--- config.mk ---
export PLATFORM = sky130hd
export DESIGN_NAME = urbs_top
export DESIGN_NICKNAME = d
export VERILOG_FILES = /design/src/urbs_pkg.sv /design/src/urbs_top.sv /design/src/urbs_fifo.sv /design/src/urbs_check.sv
export SDC_FILE = /design/constraint.sdc
export NUM_CORES = 1
export LEC_CHECK = 0
export BUFFER_PORTS_ARGS = -buffer_cell sky130_fd_sc_hd__buf_2
export CAP_MARGIN = 0
export CORE_UTILIZATION = 36
export CTS_CLUSTER_SIZE = 10
export DETAILED_ROUTE_END_ITERATION = 8
export PLACE_DENSITY_LB_ADDON = 0.1
export SYNTH_ARGS = -nofsm -noshare
export SYNTH_HDL_FRONTEND = slang
export SYNTH_SLANG_ARGS = --single-unit
--- constraint.sdc ---
create_clock -name clk -period 3.02 [get_ports clk]
set_input_delay 0.755 -clock clk [delete_from_list [all_inputs] [get_ports clk]]
set_output_delay 0.755 -clock clk [all_outputs]
set_load 0.05 [all_outputs]
--- src/urbs_pkg.sv ---
// receive buffer and status block: shared offsets, field positions, resets
// assumes a 32-bit bus with word-aligned registers
package urbs_pkg;
   // register byte addresses
   localparam logic [3:0] URBS_STATUS_OFF = 4'h0; // serial_status_reg
   localparam logic [3:0] URBS_CONTROL_OFF = 4'h4; // serial_control_reg
   localparam logic [3:0] URBS_FORMAT_OFF = 4'h8; // frame_format_reg
   localparam logic [3:0] URBS_DATA_OFF = 4'hc; // serial_data_location
   // status field positions
   localparam int URBS_ST_RXC = 7; // receive_complete_flag
   localparam int URBS_ST_FE = 4; // frame_error_flag
   localparam int URBS_ST_DOR = 3; // overrun_flag
   localparam int URBS_ST_UPE = 2; // parity_error_flag
   // control field positions
   localparam int URBS_CT_RXCIE = 7; // receive_complete_irq_enable
   localparam int URBS_CT_RXEN = 4; // receiver_enable
   localparam int URBS_CT_RX9 = 1; // rx_ninth_bit, read only
   // format field positions
   localparam int URBS_FM_PEN = 5; // parity_enable_bit
   localparam int URBS_FM_PODD = 4; // parity_odd_even_bit
   localparam int URBS_FM_STOP = 3; // stop_bit_count_select
   localparam int URBS_FM_CS_LO = 0; // char_size_select, three bits
   // reset values
   localparam logic [7:0] URBS_CONTROL_RST = 8'h00;
   localparam logic [7:0] URBS_FORMAT_RST = 8'h03; // eight-bit characters
   // char_size_select codes
   localparam logic [2:0] URBS_CS_NINE = 3'h7;
   // buffer entry layout: {fe, dor, upe, data[8:0]}
   localparam int URBS_ENTRY_W = 12;
   localparam int URBS_E_FE = 11;
   localparam int URBS_E_DOR = 10;
   localparam int URBS_E_UPE = 9;
   localparam int URBS_DEPTH = 2;
   // ahb transfer type
   localparam logic [1:0] URBS_HTRANS_NONSEQ = 2'h2;

   // mask of valid data bits for a character size code
   function automatic logic [8:0] urbs_char_mask(input logic [2:0] cs);
      unique case (cs)
         3'h0: urbs_char_mask = 9'h01f;
         3'h1: urbs_char_mask = 9'h03f;
         3'h2: urbs_char_mask = 9'h07f;
         3'h7: urbs_char_mask = 9'h1ff;
         default: urbs_char_mask = 9'h0ff;
      endcase
   endfunction
endpackage

--- src/urbs_top.sv ---
// receive buffer, status flags and registers of a serial port, on ahb-lite
// assumes a front end that reports start bits and finished frames
// the front end pulses frame_done at the first stop bit, with data,
// parity and first stop value valid in that same cycle
// start_detect is one cycle per accepted start bit
// read data is registered, so a read is answered in its data phase
// with no wait state; hreadyout never drops and hresp is always okay
// a data read pops the buffer at the edge that takes the address phase
// clearing receiver_enable flushes on the next edge, so a frame that
// arrives in the same cycle as the disabling write is lost as well
// unmapped or unaligned addresses read zero and drop writes
//
// Behaviour
// - data read advances buffer, flags follow
// - complete flag high while buffer holds frames
// - receiver disable flushes buffer at once
// - irq requested while enabled and complete
// - error flags stored with their frame
// - status writes leave error flags alone
// - error flags never raise an interrupt
// - frame error mirrors first stop bit
// - only first stop bit is checked
// - overrun when full, waiting, new start
// - overrun clears on successful transfer
// - parity error zero when checking off
// - upper bit enables, lower selects parity
// - checker compares parity, stores result
// - parity error only if enabled then
// - disable is immediate, abandons frame, frees pin
// - transfer on first stop, ignore second
// - unused upper data bits read zero
// - enable gives pin to receiver
`timescale 1ns/1ps
`default_nettype none
module urbs_top
   import urbs_pkg::*;
(
   input wire logic clk,
   input wire logic rst_n,
   // ahb-lite slave
   input wire logic hsel,
   input wire logic [31:0] haddr,
   input wire logic [1:0] htrans,
   input wire logic hwrite,
   input wire logic [2:0] hsize,
   input wire logic [31:0] hwdata,
   input wire logic hready,
   output logic hreadyout,
   output logic [31:0] hrdata,
   output logic hresp,
   // receiver front end
   input wire logic start_detect,
   input wire logic frame_done,
   input wire logic [8:0] shift_data,
   input wire logic shift_parity,
   input wire logic shift_stop1,
   output logic rx_pin_override,
   output logic rx_abort,
   output logic [2:0] rx_char_size,
   output logic rx_two_stop,
   // interrupt request
   input wire logic global_irq_enable,
   output logic rx_complete_irq
);
   // register state
   logic [7:0] control_reg; // serial_control_reg
   logic [7:0] format_reg; // frame_format_reg
   // frame waiting in the shift register
   logic pend_valid_reg;
   logic [URBS_ENTRY_W-1:0] pend_entry_reg;
   logic overrun_reg; // data lost since last transfer
   // bus data phase
   logic wr_pend_reg;
   logic [3:0] wr_addr_reg;
   logic [31:0] hrdata_reg;
   // buffer
   logic [URBS_ENTRY_W-1:0] head;
   logic [1:0] count;
   logic push;
   logic pop;
   logic flush;
   // checker outputs
   logic [8:0] chk_data;
   logic chk_fe;
   logic chk_upe;
   // decoded bus
   logic addr_ok;
   logic rd_take;
   logic wr_take;
   logic [3:0] off;
   // named flags
   logic receiver_enable;
   logic receive_complete_flag;
   logic [7:0] status_val;
   logic [7:0] control_val;

   assign receiver_enable = control_reg[URBS_CT_RXEN];
   assign receive_complete_flag = (count != 2'h0);
   assign flush = ~receiver_enable;

   // pin ownership and front-end abort follow enable
   assign rx_pin_override = receiver_enable;
   assign rx_abort = ~receiver_enable;
   assign rx_char_size = format_reg[URBS_FM_CS_LO +: 3];
   assign rx_two_stop = format_reg[URBS_FM_STOP];

   // interrupt from complete flag only, never from errors
   assign rx_complete_irq = control_reg[URBS_CT_RXCIE] & receive_complete_flag
                            & global_irq_enable;

   // ---------------------------------------------------------------
   // frame checker
   urbs_check u_check (
      .clk(clk),
      .rst_n(rst_n),
      .raw_data(shift_data),
      .parity_bit(shift_parity),
      .first_stop(shift_stop1),
      .char_size(format_reg[URBS_FM_CS_LO +: 3]),
      .parity_en(format_reg[URBS_FM_PEN]),
      .parity_odd(format_reg[URBS_FM_PODD]),
      .data(chk_data),
      .frame_err(chk_fe),
      .parity_err(chk_upe)
   );

   // ---------------------------------------------------------------
   // ahb decode: zero-wait slave, always okay
   assign off = haddr[3:0];
   assign addr_ok = (haddr[31:4] == 28'h0) && (haddr[1:0] == 2'h0);
   assign rd_take = hsel && hready && (htrans == URBS_HTRANS_NONSEQ) && !hwrite;
   assign wr_take = hsel && hready && (htrans == URBS_HTRANS_NONSEQ) && hwrite;
   assign hreadyout = 1'b1;
   assign hresp = 1'b0;
   assign hrdata = hrdata_reg;

   // status and control as software sees them
   always_comb begin
      status_val = 8'h00;
      status_val[URBS_ST_RXC] = receive_complete_flag;
      status_val[URBS_ST_FE] = head[URBS_E_FE];
      status_val[URBS_ST_DOR] = head[URBS_E_DOR];
      status_val[URBS_ST_UPE] = head[URBS_E_UPE];
      control_val = control_reg;
      control_val[URBS_CT_RX9] = head[8];
   end

   // data read pops only a non-empty buffer
   assign pop = rd_take && addr_ok && (off == URBS_DATA_OFF)
                && receive_complete_flag && receiver_enable;

   // read data captured in the address phase, shown in the data phase
   always_ff @(posedge clk) begin
      if (!rst_n) begin
         hrdata_reg <= 32'h0000_0000;
      end else if (rd_take) begin
         if (!addr_ok) begin
            hrdata_reg <= 32'h0000_0000; // unmapped reads zero
         end else begin
            unique case (off)
               URBS_STATUS_OFF: hrdata_reg <= {24'h0, status_val};
               URBS_CONTROL_OFF: hrdata_reg <= {24'h0, control_val};
               URBS_FORMAT_OFF: hrdata_reg <= {24'h0, format_reg};
               URBS_DATA_OFF: hrdata_reg <= {24'h0, head[7:0]};
               default: hrdata_reg <= 32'h0000_0000;
            endcase
         end
      end
   end

   // write address held over to the data phase
   always_ff @(posedge clk) begin
      if (!rst_n) begin
         wr_pend_reg <= 1'b0;
         wr_addr_reg <= 4'h0;
      end else if (hready) begin
         wr_pend_reg <= wr_take && addr_ok;
         wr_addr_reg <= off;
      end
   end

   // control and format registers; status writes are dropped
   always_ff @(posedge clk) begin
      if (!rst_n) begin
         control_reg <= URBS_CONTROL_RST;
         format_reg <= URBS_FORMAT_RST;
      end else if (wr_pend_reg) begin
         unique case (wr_addr_reg)
            URBS_CONTROL_OFF: begin
               control_reg <= hwdata[7:0] & 8'h90; // ninth bit read only
            end
            URBS_FORMAT_OFF: begin
               format_reg <= hwdata[7:0] & 8'h3f;
            end
            default: begin
               control_reg <= control_reg; // status write
            end
         endcase
      end
   end

   // ---------------------------------------------------------------
   // shift-register holding stage and overrun tracking
   assign push = pend_valid_reg && (count != 2'h2) && receiver_enable;

   always_ff @(posedge clk) begin
      if (!rst_n || !receiver_enable) begin
         pend_valid_reg <= 1'b0;
         pend_entry_reg <= '0;
      end else if (frame_done) begin
         // frame complete at first stop; second stop never looked at
         pend_valid_reg <= 1'b1;
         pend_entry_reg <= {chk_fe, 1'b0, chk_upe, chk_data};
      end else if (push) begin
         pend_valid_reg <= 1'b0;
      end
   end

   // overrun latched on a start while full and waiting; cleared by a transfer
   always_ff @(posedge clk) begin
      if (!rst_n || !receiver_enable) begin
         overrun_reg <= 1'b0;
      end else if (start_detect && pend_valid_reg && (count == 2'h2) && !pop) begin
         overrun_reg <= 1'b1;
      end else if (push) begin
         overrun_reg <= 1'b0;
      end
   end

   // ---------------------------------------------------------------
   // two-entry buffer
   urbs_fifo u_fifo (
      .clk(clk),
      .rst_n(rst_n),
      .flush(flush),
      .push(push),
      .push_data({pend_entry_reg[URBS_E_FE], overrun_reg,
                  pend_entry_reg[URBS_E_UPE:0]}),
      .pop(pop),
      .head(head),
      .count(count)
   );

   // ---------------------------------------------------------------
   // checks
   // complete flag tracks the fill level
   rxc_level_a: assert property (@(posedge clk) disable iff (!rst_n)
      status_val[URBS_ST_RXC] == (count != 2'h0)) else $error("complete flag wrong");

   // buffer is empty one edge after the receiver goes off
   flush_empty_a: assert property (@(posedge clk) disable iff (!rst_n)
      $fell(receiver_enable) |=> !receive_complete_flag) else $error("flush failed");

   // disabled receiver keeps buffer, holding stage and overrun clear
   flush_hold_a: assert property (@(posedge clk) disable iff (!rst_n)
      !receiver_enable |=> (count == 2'h0) && !pend_valid_reg && !overrun_reg)
      else $error("disabled receiver kept data");

   // request level follows enable, flag and global enable
   irq_level_a: assert property (@(posedge clk) disable iff (!rst_n)
      rx_complete_irq == (control_reg[URBS_CT_RXCIE] && receive_complete_flag
                          && global_irq_enable)) else $error("irq level wrong");

   // no request without a frame, whatever the error flags say
   irq_no_err_a: assert property (@(posedge clk) disable iff (!rst_n)
      !receive_complete_flag |-> !rx_complete_irq) else $error("irq without data");

   // a data read removes exactly one frame
   pop_step_a: assert property (@(posedge clk) disable iff (!rst_n)
      (pop && !push && receiver_enable) |=> (count == $past(count) - 2'h1))
      else $error("read did not advance buffer");

   // a transfer adds exactly one frame
   push_step_a: assert property (@(posedge clk) disable iff (!rst_n)
      (push && !pop) |=> (count == $past(count) + 2'h1))
      else $error("transfer did not fill buffer");

   // a full buffer takes no transfer
   full_no_push_a: assert property (@(posedge clk) disable iff (!rst_n)
      (count == 2'h2) |-> !push) else $error("transfer into full buffer");

   // waiting frame kept while the buffer stays full
   pend_keep_a: assert property (@(posedge clk) disable iff (!rst_n)
      (pend_valid_reg && (count == 2'h2) && !pop && receiver_enable) |=> pend_valid_reg)
      else $error("waiting frame lost");

   // empty read leaves the buffer alone
   empty_read_a: assert property (@(posedge clk) disable iff (!rst_n)
      (rd_take && off == URBS_DATA_OFF && count == 2'h0 && !push && receiver_enable)
      |=> (count == 2'h0)) else $error("empty read changed buffer");

   // status writes touch no register
   status_wr_a: assert property (@(posedge clk) disable iff (!rst_n)
      (wr_pend_reg && wr_addr_reg == URBS_STATUS_OFF)
      |=> $stable(control_reg) && $stable(format_reg)) else $error("status write leaked");

   // overrun gone after a transfer
   dor_clear_a: assert property (@(posedge clk) disable iff (!rst_n)
      (push && !start_detect) |=> !overrun_reg) else $error("overrun not cleared");

   // overrun raised on a start while full and waiting
   dor_set_a: assert property (@(posedge clk) disable iff (!rst_n)
      (start_detect && pend_valid_reg && count == 2'h2 && !pop && receiver_enable)
      |=> overrun_reg) else $error("overrun missed");

   // frame error taken from the first stop bit only
   fe_store_a: assert property (@(posedge clk) disable iff (!rst_n)
      (frame_done && receiver_enable)
      |=> (pend_entry_reg[URBS_E_FE] == !$past(shift_stop1)))
      else $error("frame error not stored");

   // no parity error stored while checking is off
   upe_off_a: assert property (@(posedge clk) disable iff (!rst_n)
      (frame_done && receiver_enable && !format_reg[URBS_FM_PEN])
      |=> !pend_entry_reg[URBS_E_UPE]) else $error("parity error while off");

   // unused upper data bits cleared before storing
   data_mask_a: assert property (@(posedge clk) disable iff (!rst_n)
      (frame_done && receiver_enable)
      |=> ((pend_entry_reg[8:0] & ~urbs_char_mask($past(rx_char_size))) == 9'h000))
      else $error("unused data bits set");

   // upper read data bits always zero
   hrdata_high_a: assert property (@(posedge clk) disable iff (!rst_n)
      hrdata[31:8] == 24'h00_0000) else $error("read data upper bits set");

   // ninth bit position of control never stored
   rx9_ro_a: assert property (@(posedge clk) disable iff (!rst_n)
      !control_reg[URBS_CT_RX9]) else $error("ninth bit written");

   // pin belongs to the receiver while enabled
   pin_own_a: assert property (@(posedge clk) disable iff (!rst_n)
      rx_pin_override == control_reg[URBS_CT_RXEN]) else $error("pin ownership wrong");

   // front end aborted exactly while the pin is released
   abort_level_a: assert property (@(posedge clk) disable iff (!rst_n)
      rx_abort != rx_pin_override) else $error("abort level wrong");
endmodule // urbs_top
`default_nettype wire

--- src/urbs_fifo.sv ---
// two-entry receive buffer holding each frame with its error flags
// assumes push is only asserted while not full and pop only while not empty
`timescale 1ns/1ps
`default_nettype none
module urbs_fifo
   import urbs_pkg::*;
(
   input wire logic clk,
   input wire logic rst_n,
   input wire logic flush,
   input wire logic push,
   input wire logic [URBS_ENTRY_W-1:0] push_data,
   input wire logic pop,
   output logic [URBS_ENTRY_W-1:0] head,
   output logic [1:0] count
);
   logic [URBS_ENTRY_W-1:0] mem [URBS_DEPTH]; // entries
   logic rd_ptr_reg; // read slot
   logic wr_ptr_reg; // write slot
   logic [1:0] count_reg; // entries held

   // storage write
   always_ff @(posedge clk) begin
      if (push) begin
         mem[wr_ptr_reg] <= push_data;
      end
   end

   // pointers and fill level; flush wins over everything
   always_ff @(posedge clk) begin
      if (!rst_n || flush) begin
         rd_ptr_reg <= 1'b0;
         wr_ptr_reg <= 1'b0;
         count_reg <= 2'h0;
      end else begin
         if (push) wr_ptr_reg <= ~wr_ptr_reg;
         if (pop) rd_ptr_reg <= ~rd_ptr_reg;
         count_reg <= count_reg + {1'b0, push} - {1'b0, pop};
      end
   end

   assign head = (count_reg == 2'h0) ? '0 : mem[rd_ptr_reg];
   assign count = count_reg;

   // level never exceeds two entries
   fifo_depth_a: assert property (@(posedge clk) disable iff (!rst_n)
      count_reg <= 2'h2) else $error("receive buffer over depth");
endmodule // urbs_fifo
`default_nettype wire

--- src/urbs_check.sv ---
// frame checker: masks data, derives frame and parity error of one frame
// assumes its inputs describe a whole frame from the shift register
`timescale 1ns/1ps
`default_nettype none
module urbs_check
   import urbs_pkg::*;
(
   input wire logic clk,
   input wire logic rst_n,
   input wire logic [8:0] raw_data,
   input wire logic parity_bit,
   input wire logic first_stop,
   input wire logic [2:0] char_size,
   input wire logic parity_en,
   input wire logic parity_odd,
   output logic [8:0] data,
   output logic frame_err,
   output logic parity_err
);
   logic calc; // xor of received data bits

   always_comb begin
      data = raw_data & urbs_char_mask(char_size);
      calc = ^data;
      // even: bit equals data xor; odd: bit is its inverse
      parity_err = parity_en & (calc ^ parity_bit ^ parity_odd);
      frame_err = ~first_stop;
   end

   // parity error impossible while checking is off
   par_off_a: assert property (@(posedge clk) disable iff (!rst_n)
      !parity_en |-> !parity_err) else $error("parity error while disabled");
endmodule // urbs_check
`default_nettype wire

== Word-level counts from Yosys, hierarchy flattened ==
Memories as Yosys holds them, arrays and structs flattened. A register that Yosys moved wholly into a read port is not among the register bits.
Index checks and enable logic that the tools add are counted.

* Add/sub/neg operators: 2
* Equality and inequality tests: 11
* Multiplexer cells: 11
* Bitwise gates (word level): 10
* Reductions and logical operators: 32

{| class="wikitable"
|+ Operators with widths
! kind !! count
|-
| 9-bit case mux with 4 select lines || 1
|-
| 8-bit case mux with 4 select lines || 1
|-
| 28-bit logical NOT || 1
|-
| 1-bit logical AND || 15
|-
| 4-bit == test, second input constant || 3
|-
| 12-bit two-way mux || 1
|-
| 9-bit bitwise AND || 1
|-
| 9-bit parity || 1
|-
| 4-bit by 3-bit == test with 1-bit output, second input constant || 2
|-
| 8-bit two-way mux || 1
|-
| 1-bit two-way mux || 7
|-
| 2-bit nonzero test || 3
|-
| 2-bit == test, second input constant || 2
|-
| 1-bit logical NOT || 4
|-
| 2-bit logical NOT || 2
|-
| 4-bit logical NOT || 1
|-
| 1-bit inverter || 4
|-
| 2-bit AND reduction || 2
|-
| 1-bit bitwise AND || 3
|-
| 3-bit by 1-bit == test with 1-bit output, second input constant || 1
|-
| 3-bit by 2-bit == test with 1-bit output, second input constant || 1
|-
| 3-bit == test, second input constant || 1
|-
| 3-bit logical NOT || 1
|-
| 2-bit by 1-bit adder with 2-bit output || 1
|-
| 4 further kinds || 6
|}

* Flip-flop bits (word level): 62
* Bits in writable memories: 24
* Bits of input ports: 88
* Output and inout bits: 41
* Logic and storage cells: 78
* Memories kept: 1

{| class="wikitable"
|+ Memory list
! name !! words !! width !! read ports !! clocked after memory_dff !! wr ports !! RTL line !! source
|-
| u_fifo.mem || 2 || 12 || 1 || 1 || 1 || urbs_fifo.sv:17 || <nowiki>logic [URBS_ENTRY_W-1:0] mem [URBS_DEPTH];</nowiki>
|}

== Longest topological paths before layout ==
* Depth in word-level cells: 10
* Depth in mapped cells: 12
* Mapped depth without buffers: 10

== Modules after synthesis ==
A second synthesis with hierarchy kept.

* Cell total of the unflattened synthesis: 282
* Area, all modules: 3,069.2 sq um

{| class="wikitable"
|+ By module, submodules not included
! module !! times used !! cells an instance !! area each (sq um) !! seq. area each (sq um)
|-
| urbs_top || 1 || 186 || 1,764.2 || 680.7
|-
| urbs_fifo || 1 || 72 || 1,117.3 || 820.8
|-
| urbs_check || 1 || 24 || 187.7 || 0.0
|}

== Worst setup path before layout ==
OpenSTA, ideal clock, no wires.

* Path type: input to register
* From: in hready
* To: reg u_fifo.count_reg[1], in the netlist u_fifo.count[1]
* Setup time: 128 ps
* Data arrival time: 2,526 ps
* Slack: 367 ps
* Stages on the path: 12
* Path buffers: 2
* Cells stage by stage: buf_2 -> nand4b_1 -> or2_2 -> clkbuf_1 -> nor2_1 -> and3_1 -> ha_1 -> inv_1 -> ha_1 -> xor2_1 -> xnor2_1 -> nor2_1

* Word-level cells in the longest chain between the ends: 8

{| class="wikitable"
|+ RTL lines
! item !! RTL line !! source
|-
| from (decl) || urbs_top.sv:47 || <nowiki>input wire logic hready,</nowiki>
|-
| 1-bit logical AND (3 in a row) || urbs_top.sv:131 || <nowiki>assign rd_take = hsel && hready && (htrans == URBS_HTRANS_NONSEQ) && !hwrite;</nowiki>
|-
| 1-bit logical AND (2 in a row) || urbs_top.sv:149 || <nowiki>assign pop = rd_take && addr_ok && (off == URBS_DATA_OFF)</nowiki>
|-
| 1-bit logical AND (2 in a row) || urbs_top.sv:150 || <nowiki>&& receive_complete_flag && receiver_enable;</nowiki>
|-
| via pop || urbs_top.sv:80 || <nowiki>logic pop;</nowiki>
|-
| 2-bit by 1-bit subtractor with 2-bit output || urbs_fifo.sv:38 || <nowiki>count_reg <= count_reg + {1'b0, push} - {1'b0, pop};</nowiki>
|-
| to (signal assigned) || urbs_fifo.sv:38 ||
|-
| to (decl) || urbs_fifo.sv:20 || <nowiki>logic [1:0] count_reg;</nowiki>
|}

The timed path passes the listed nets, and every way through them passes these cells.
A chain may end at the register's enable or synchronous reset.

== Worst setup path in the final report ==
* From: in haddr[3]
* To: reg u_fifo.count_reg[1], in the netlist u_fifo.count[1]

* Word-level cells in the longest chain between the ends: 5

{| class="wikitable"
|+ RTL lines
! item !! RTL line !! source
|-
| from (decl) || urbs_top.sv:42 || <nowiki>input wire logic [31:0] haddr,</nowiki>
|-
| 4-bit == test || urbs_top.sv:149 ||
|-
| 1-bit logical AND || urbs_top.sv:149 ||
|-
| 1-bit logical AND (2 in a row) || urbs_top.sv:150 ||
|-
| via pop || urbs_top.sv:80 ||
|-
| 2-bit by 1-bit subtractor with 2-bit output || urbs_fifo.sv:38 ||
|}

The timed path passes the listed nets, and every way through them passes these cells.

==> results_dict.tcl <==
set metrics [dict create \
    cts-resized-gates 0 \
    grt_setup_unrepaired "false" \
    most-common-layout-cells "74 x sky130_fd_sc_hd__buf_2, 39 x sky130_fd_sc_hd__dfxtp_1, 26 x sky130_fd_sc_hd__nor2_1, 26 x sky130_fd_sc_hd__mux2i_1, 26 x sky130_fd_sc_hd__conb_1" \
    core.rowCount 32 \
    cts_sinks 63 \
    final.setup.worst_slack_ns 0.6539 \
    crit_path_end_kind "flop" \
    remaining_drc_errors 0 \
    report.final.hold_viol_count 0 \
    post-route-util_pct 45.79 \
    wire_per_inst_um 13.87 \
    instances_no_fill 467 \
    routed_metal_1_wire_length_mm 2.958 \
    wire_length_of_the_first_global_routing_pass_mm 10.15 \
    worstPathRequired_ns 3.24 \
    global_route.usage.total_pct 16.07 \
    critical_path.cell_chain "buf_2, nand2_1, or4_4, nor2_1, and3_1, ha_1, inv_1, ha_1, xor2_1, xnor2_1, nor2_1" \
    drv_slew 0 \
    place_hpwl_mm 4.819 \
    timing.setup.critical_path_class "in -> reg" \
    finalSetupViolCount 0 \
    syn-mean-instance-area_sq_um 10.72 \
    final_antenna_diode_count 0 \
    synth_warnings 0 \
    grt.overflow.total 0 \
    fin_nets 450 \
    power.ir.vdd_worst_uv 247.2 \
    path_delay_family "simple AND/OR/NAND/NOR gates" \
    flip_flop_count_of_the_largest_register_all_copies_and_words_added 24 \
    synth.distinct_cells 47 \
    critical_path.max_fanout 8 \
    static-leakage-power_nw 1.566 \
    actual_transition_at_the_worst_max_transition_pin_ns 0.5437 \
    post-route-period-util_pct 78.35 \
    min_period_ns 2.366 \
    final_layout_size_suffix_gt1_share_pct 30.41 \
    clock_tree.root_cell "sky130_fd_sc_hd__clkbuf_8" \
    cts-htree-levels 3 \
    met3RoutedLength_um 463 \
    fraction_of_the_yosys_area_taken_by_sequential_cells_pct 50.76 \
    portbufs 74 \
    holdCritPathClass "reg -> reg" \
    fmaxAchievable_mhz 422.6 \
    postSynth.topFlopCell "sky130_fd_sc_hd__dfxtp_1" \
    dr.pass1.iters 4 \
    syn_inst 276 \
    die_area_sq_um 8583 \
    grt_start_max_net_pins 24 \
    place_ws_ns 0.2874 \
    clock_transition_at_path_regs_ns 0.08 \
    first_global_vias 2032 \
    crit_arrival_ns 2.59 \
    syn_to_final_growth_pct 21.49 \
    cts_buffers 9 \
    cap_viol_max_count 0 \
    count_of_pins_on_the_block_boundary 129 \
    die_y_um 92.65 \
    timing.slew.headroom_pct 63.56 \
    route.met2.wl_mm 2.978 \
    critical_path.n_buffers_inverters 2 \
    cell_count_after_placement 451 \
    vias_per_cell 4.745 \
    synthesis.area_sq_um 2958 \
    synth_edf_count 24 \
    routed_wirelength_mm 6.479 \
    initial_cell_density_of_the_core_pct 37.69 \
    crit_path_start_kind "input pin" \
    die_width_um 92.65 \
    ctsHoldBuffers 0 \
    top_layer_used "met4" \
    asyncSetResetFlopFracSynth_pct 0 \
    core-area_sq_um 7848 \
    dr.first_iter.drc_count 109 \
    grt_antenna_before_repair 0 \
    finalWeightedCongestion 0.7184 \
    power-per-cell-area_nw_per_um2 500.4 \
    max_stage_delay_ns 0.48 \
    cts_setup_buffers 0 \
    drtAntennaViolNets 0 \
    via_count 2216 \
    finalClockSkew_ns 0.01081 \
    synth-seq-cells 63 \
    slowest_cell_on_the_critical_path "sky130_fd_sc_hd__or4_4" \
    timing.setup.tns_ns 0 \
    clockBufferDepth 2 \
    final_common_cell "sky130_fd_sc_hd__buf_2" \
    status "finished clean" \
    clock_tree_from_tritoncts "built" \
    insertion_delay_ns 0.35 \
]
path summary, 6_finish.rpt:
check	cells after the start	from	endpoint	slack, ns
max	11	haddr[3]	u_fifo.count[1]$_SDFF_PP0_	0.65
min	0	pend_entry_reg[8]$_SDFFE_PP0P_	u_fifo.mem[0][8]$_DFFE_PP_	0.46
max reg2reg	10	u_fifo.count[1]$_SDFF_PP0_	u_fifo.count[1]$_SDFF_PP0_	0.77
min reg2reg	0	pend_entry_reg[8]$_SDFFE_PP0P_	u_fifo.mem[0][8]$_DFFE_PP_	0.46
area by class of cell:
| type | instances | area (sq um) |
|---|---|---|
| Clock buffer | 9 | 123.9 |
| Timing Repair Buffer | 84 | 445.4 |
| Sequential cell | 63 | 1501 |
| Fill cell | 776 | 4254 |
| Tap cell | 102 | 127.6 |
| Clock inverter | 7 | 81.33 |
| Inverter | 9 | 33.78 |
| Multi-Input combinational cell | 193 | 1280 |
synth_stat cells (2+ instances only):
| cell | number | area [sq um] |
|---|---|---|
| sky130_fd_sc_hd__a21boi_0 | 4 | 30.03 |
| sky130_fd_sc_hd__a21oi_1 | 8 | 40.04 |
| sky130_fd_sc_hd__a22oi_1 | 5 | 37.54 |
| sky130_fd_sc_hd__and3_1 | 2 | 12.51 |
| sky130_fd_sc_hd__buf_2 | 3 | 15.01 |
| sky130_fd_sc_hd__buf_4 | 26 | 195.2 |
| sky130_fd_sc_hd__clkbuf_1 | 5 | 18.77 |
| sky130_fd_sc_hd__conb_1 | 2 | 7.510 |
| sky130_fd_sc_hd__dfxtp_1 | 39 | 780.8 |
| sky130_fd_sc_hd__edfxtp_1 | 24 | 720.7 |
| sky130_fd_sc_hd__ha_1 | 2 | 25.02 |
| sky130_fd_sc_hd__inv_1 | 9 | 33.78 |
| sky130_fd_sc_hd__mux2_2 | 3 | 33.78 |
| sky130_fd_sc_hd__mux2i_1 | 26 | 260.3 |
| sky130_fd_sc_hd__nand2_1 | 15 | 56.30 |
| sky130_fd_sc_hd__nand3_1 | 4 | 20.02 |
| sky130_fd_sc_hd__nand3b_1 | 4 | 30.03 |
| sky130_fd_sc_hd__nand4_1 | 4 | 25.02 |
| sky130_fd_sc_hd__nand4b_1 | 2 | 17.52 |
| sky130_fd_sc_hd__nor2_1 | 26 | 97.59 |
| sky130_fd_sc_hd__nor2b_1 | 14 | 87.58 |
| sky130_fd_sc_hd__nor3_1 | 3 | 15.01 |
| sky130_fd_sc_hd__nor3b_1 | 2 | 15.01 |
| sky130_fd_sc_hd__nor4_1 | 7 | 43.79 |
| sky130_fd_sc_hd__o21a_1 | 2 | 15.01 |
| sky130_fd_sc_hd__o21ai_0 | 5 | 25.02 |
| sky130_fd_sc_hd__o31ai_1 | 2 | 15.01 |
| sky130_fd_sc_hd__or2_2 | 3 | 18.77 |
| sky130_fd_sc_hd__xnor2_1 | 5 | 43.79 |
| sky130_fd_sc_hd__xnor3_1 | 2 | 45.04 |
| sky130_fd_sc_hd__xor2_1 | 2 | 17.52 |
worst reg2reg max path: stages, from the launching register on:
cell	delay, ns
sky130_fd_sc_hd__dfxtp_1	0.42
sky130_fd_sc_hd__nor2_2	0.09
sky130_fd_sc_hd__or4_4	0.54
sky130_fd_sc_hd__nor2_1	0.12
sky130_fd_sc_hd__and3_1	0.16
sky130_fd_sc_hd__ha_1	0.22
sky130_fd_sc_hd__inv_1	0.06
sky130_fd_sc_hd__ha_1	0.15
sky130_fd_sc_hd__xor2_1	0.18
sky130_fd_sc_hd__xnor2_1	0.14
sky130_fd_sc_hd__nor2_1	0.05
routing by layer:
layer,vias to the layer above,track usage [%]
met5,-,0
met4,0,5.641
met3,8,5.337
met2,90,25.93
met1,1020,20.06
li1,1098,-
cell families after synthesis:
family	Yosys count	synth area share, %
multiplexers	30	10.83
AO/OA/AOI/OAI	32	7.191
flip-flops	63	50.76
AND/OR/NAND/NOR	94	17.51
XOR/XNOR	9	3.596
other	2	0.2539
adder cells (fa/ha/maj)	2	0.8459
buffers and inverters	44	9.010
report_power, final:
group	internal [mW]	switching, mW
Clock	0.389	0.358
Sequential	0.877	0.00180
Combinational	0.0577	0.115
Total	1.32	0.474
per-stage QoR:
step           hold slack (ns)  power [mW]  instance area [sq um]
2_1_floorplan           0.4249       1.043                   3048
3_3_place_gp            0.4340       1.071                   3388
3_5_place_dp            0.4451       1.072                   3388
4_1_cts                 0.4635       1.811                   3593
5_1_grt                 0.4805       1.861                   3593
6_report                0.4616       1.798                   3593
No activity file was read; power rests on OpenSTA's default activity.
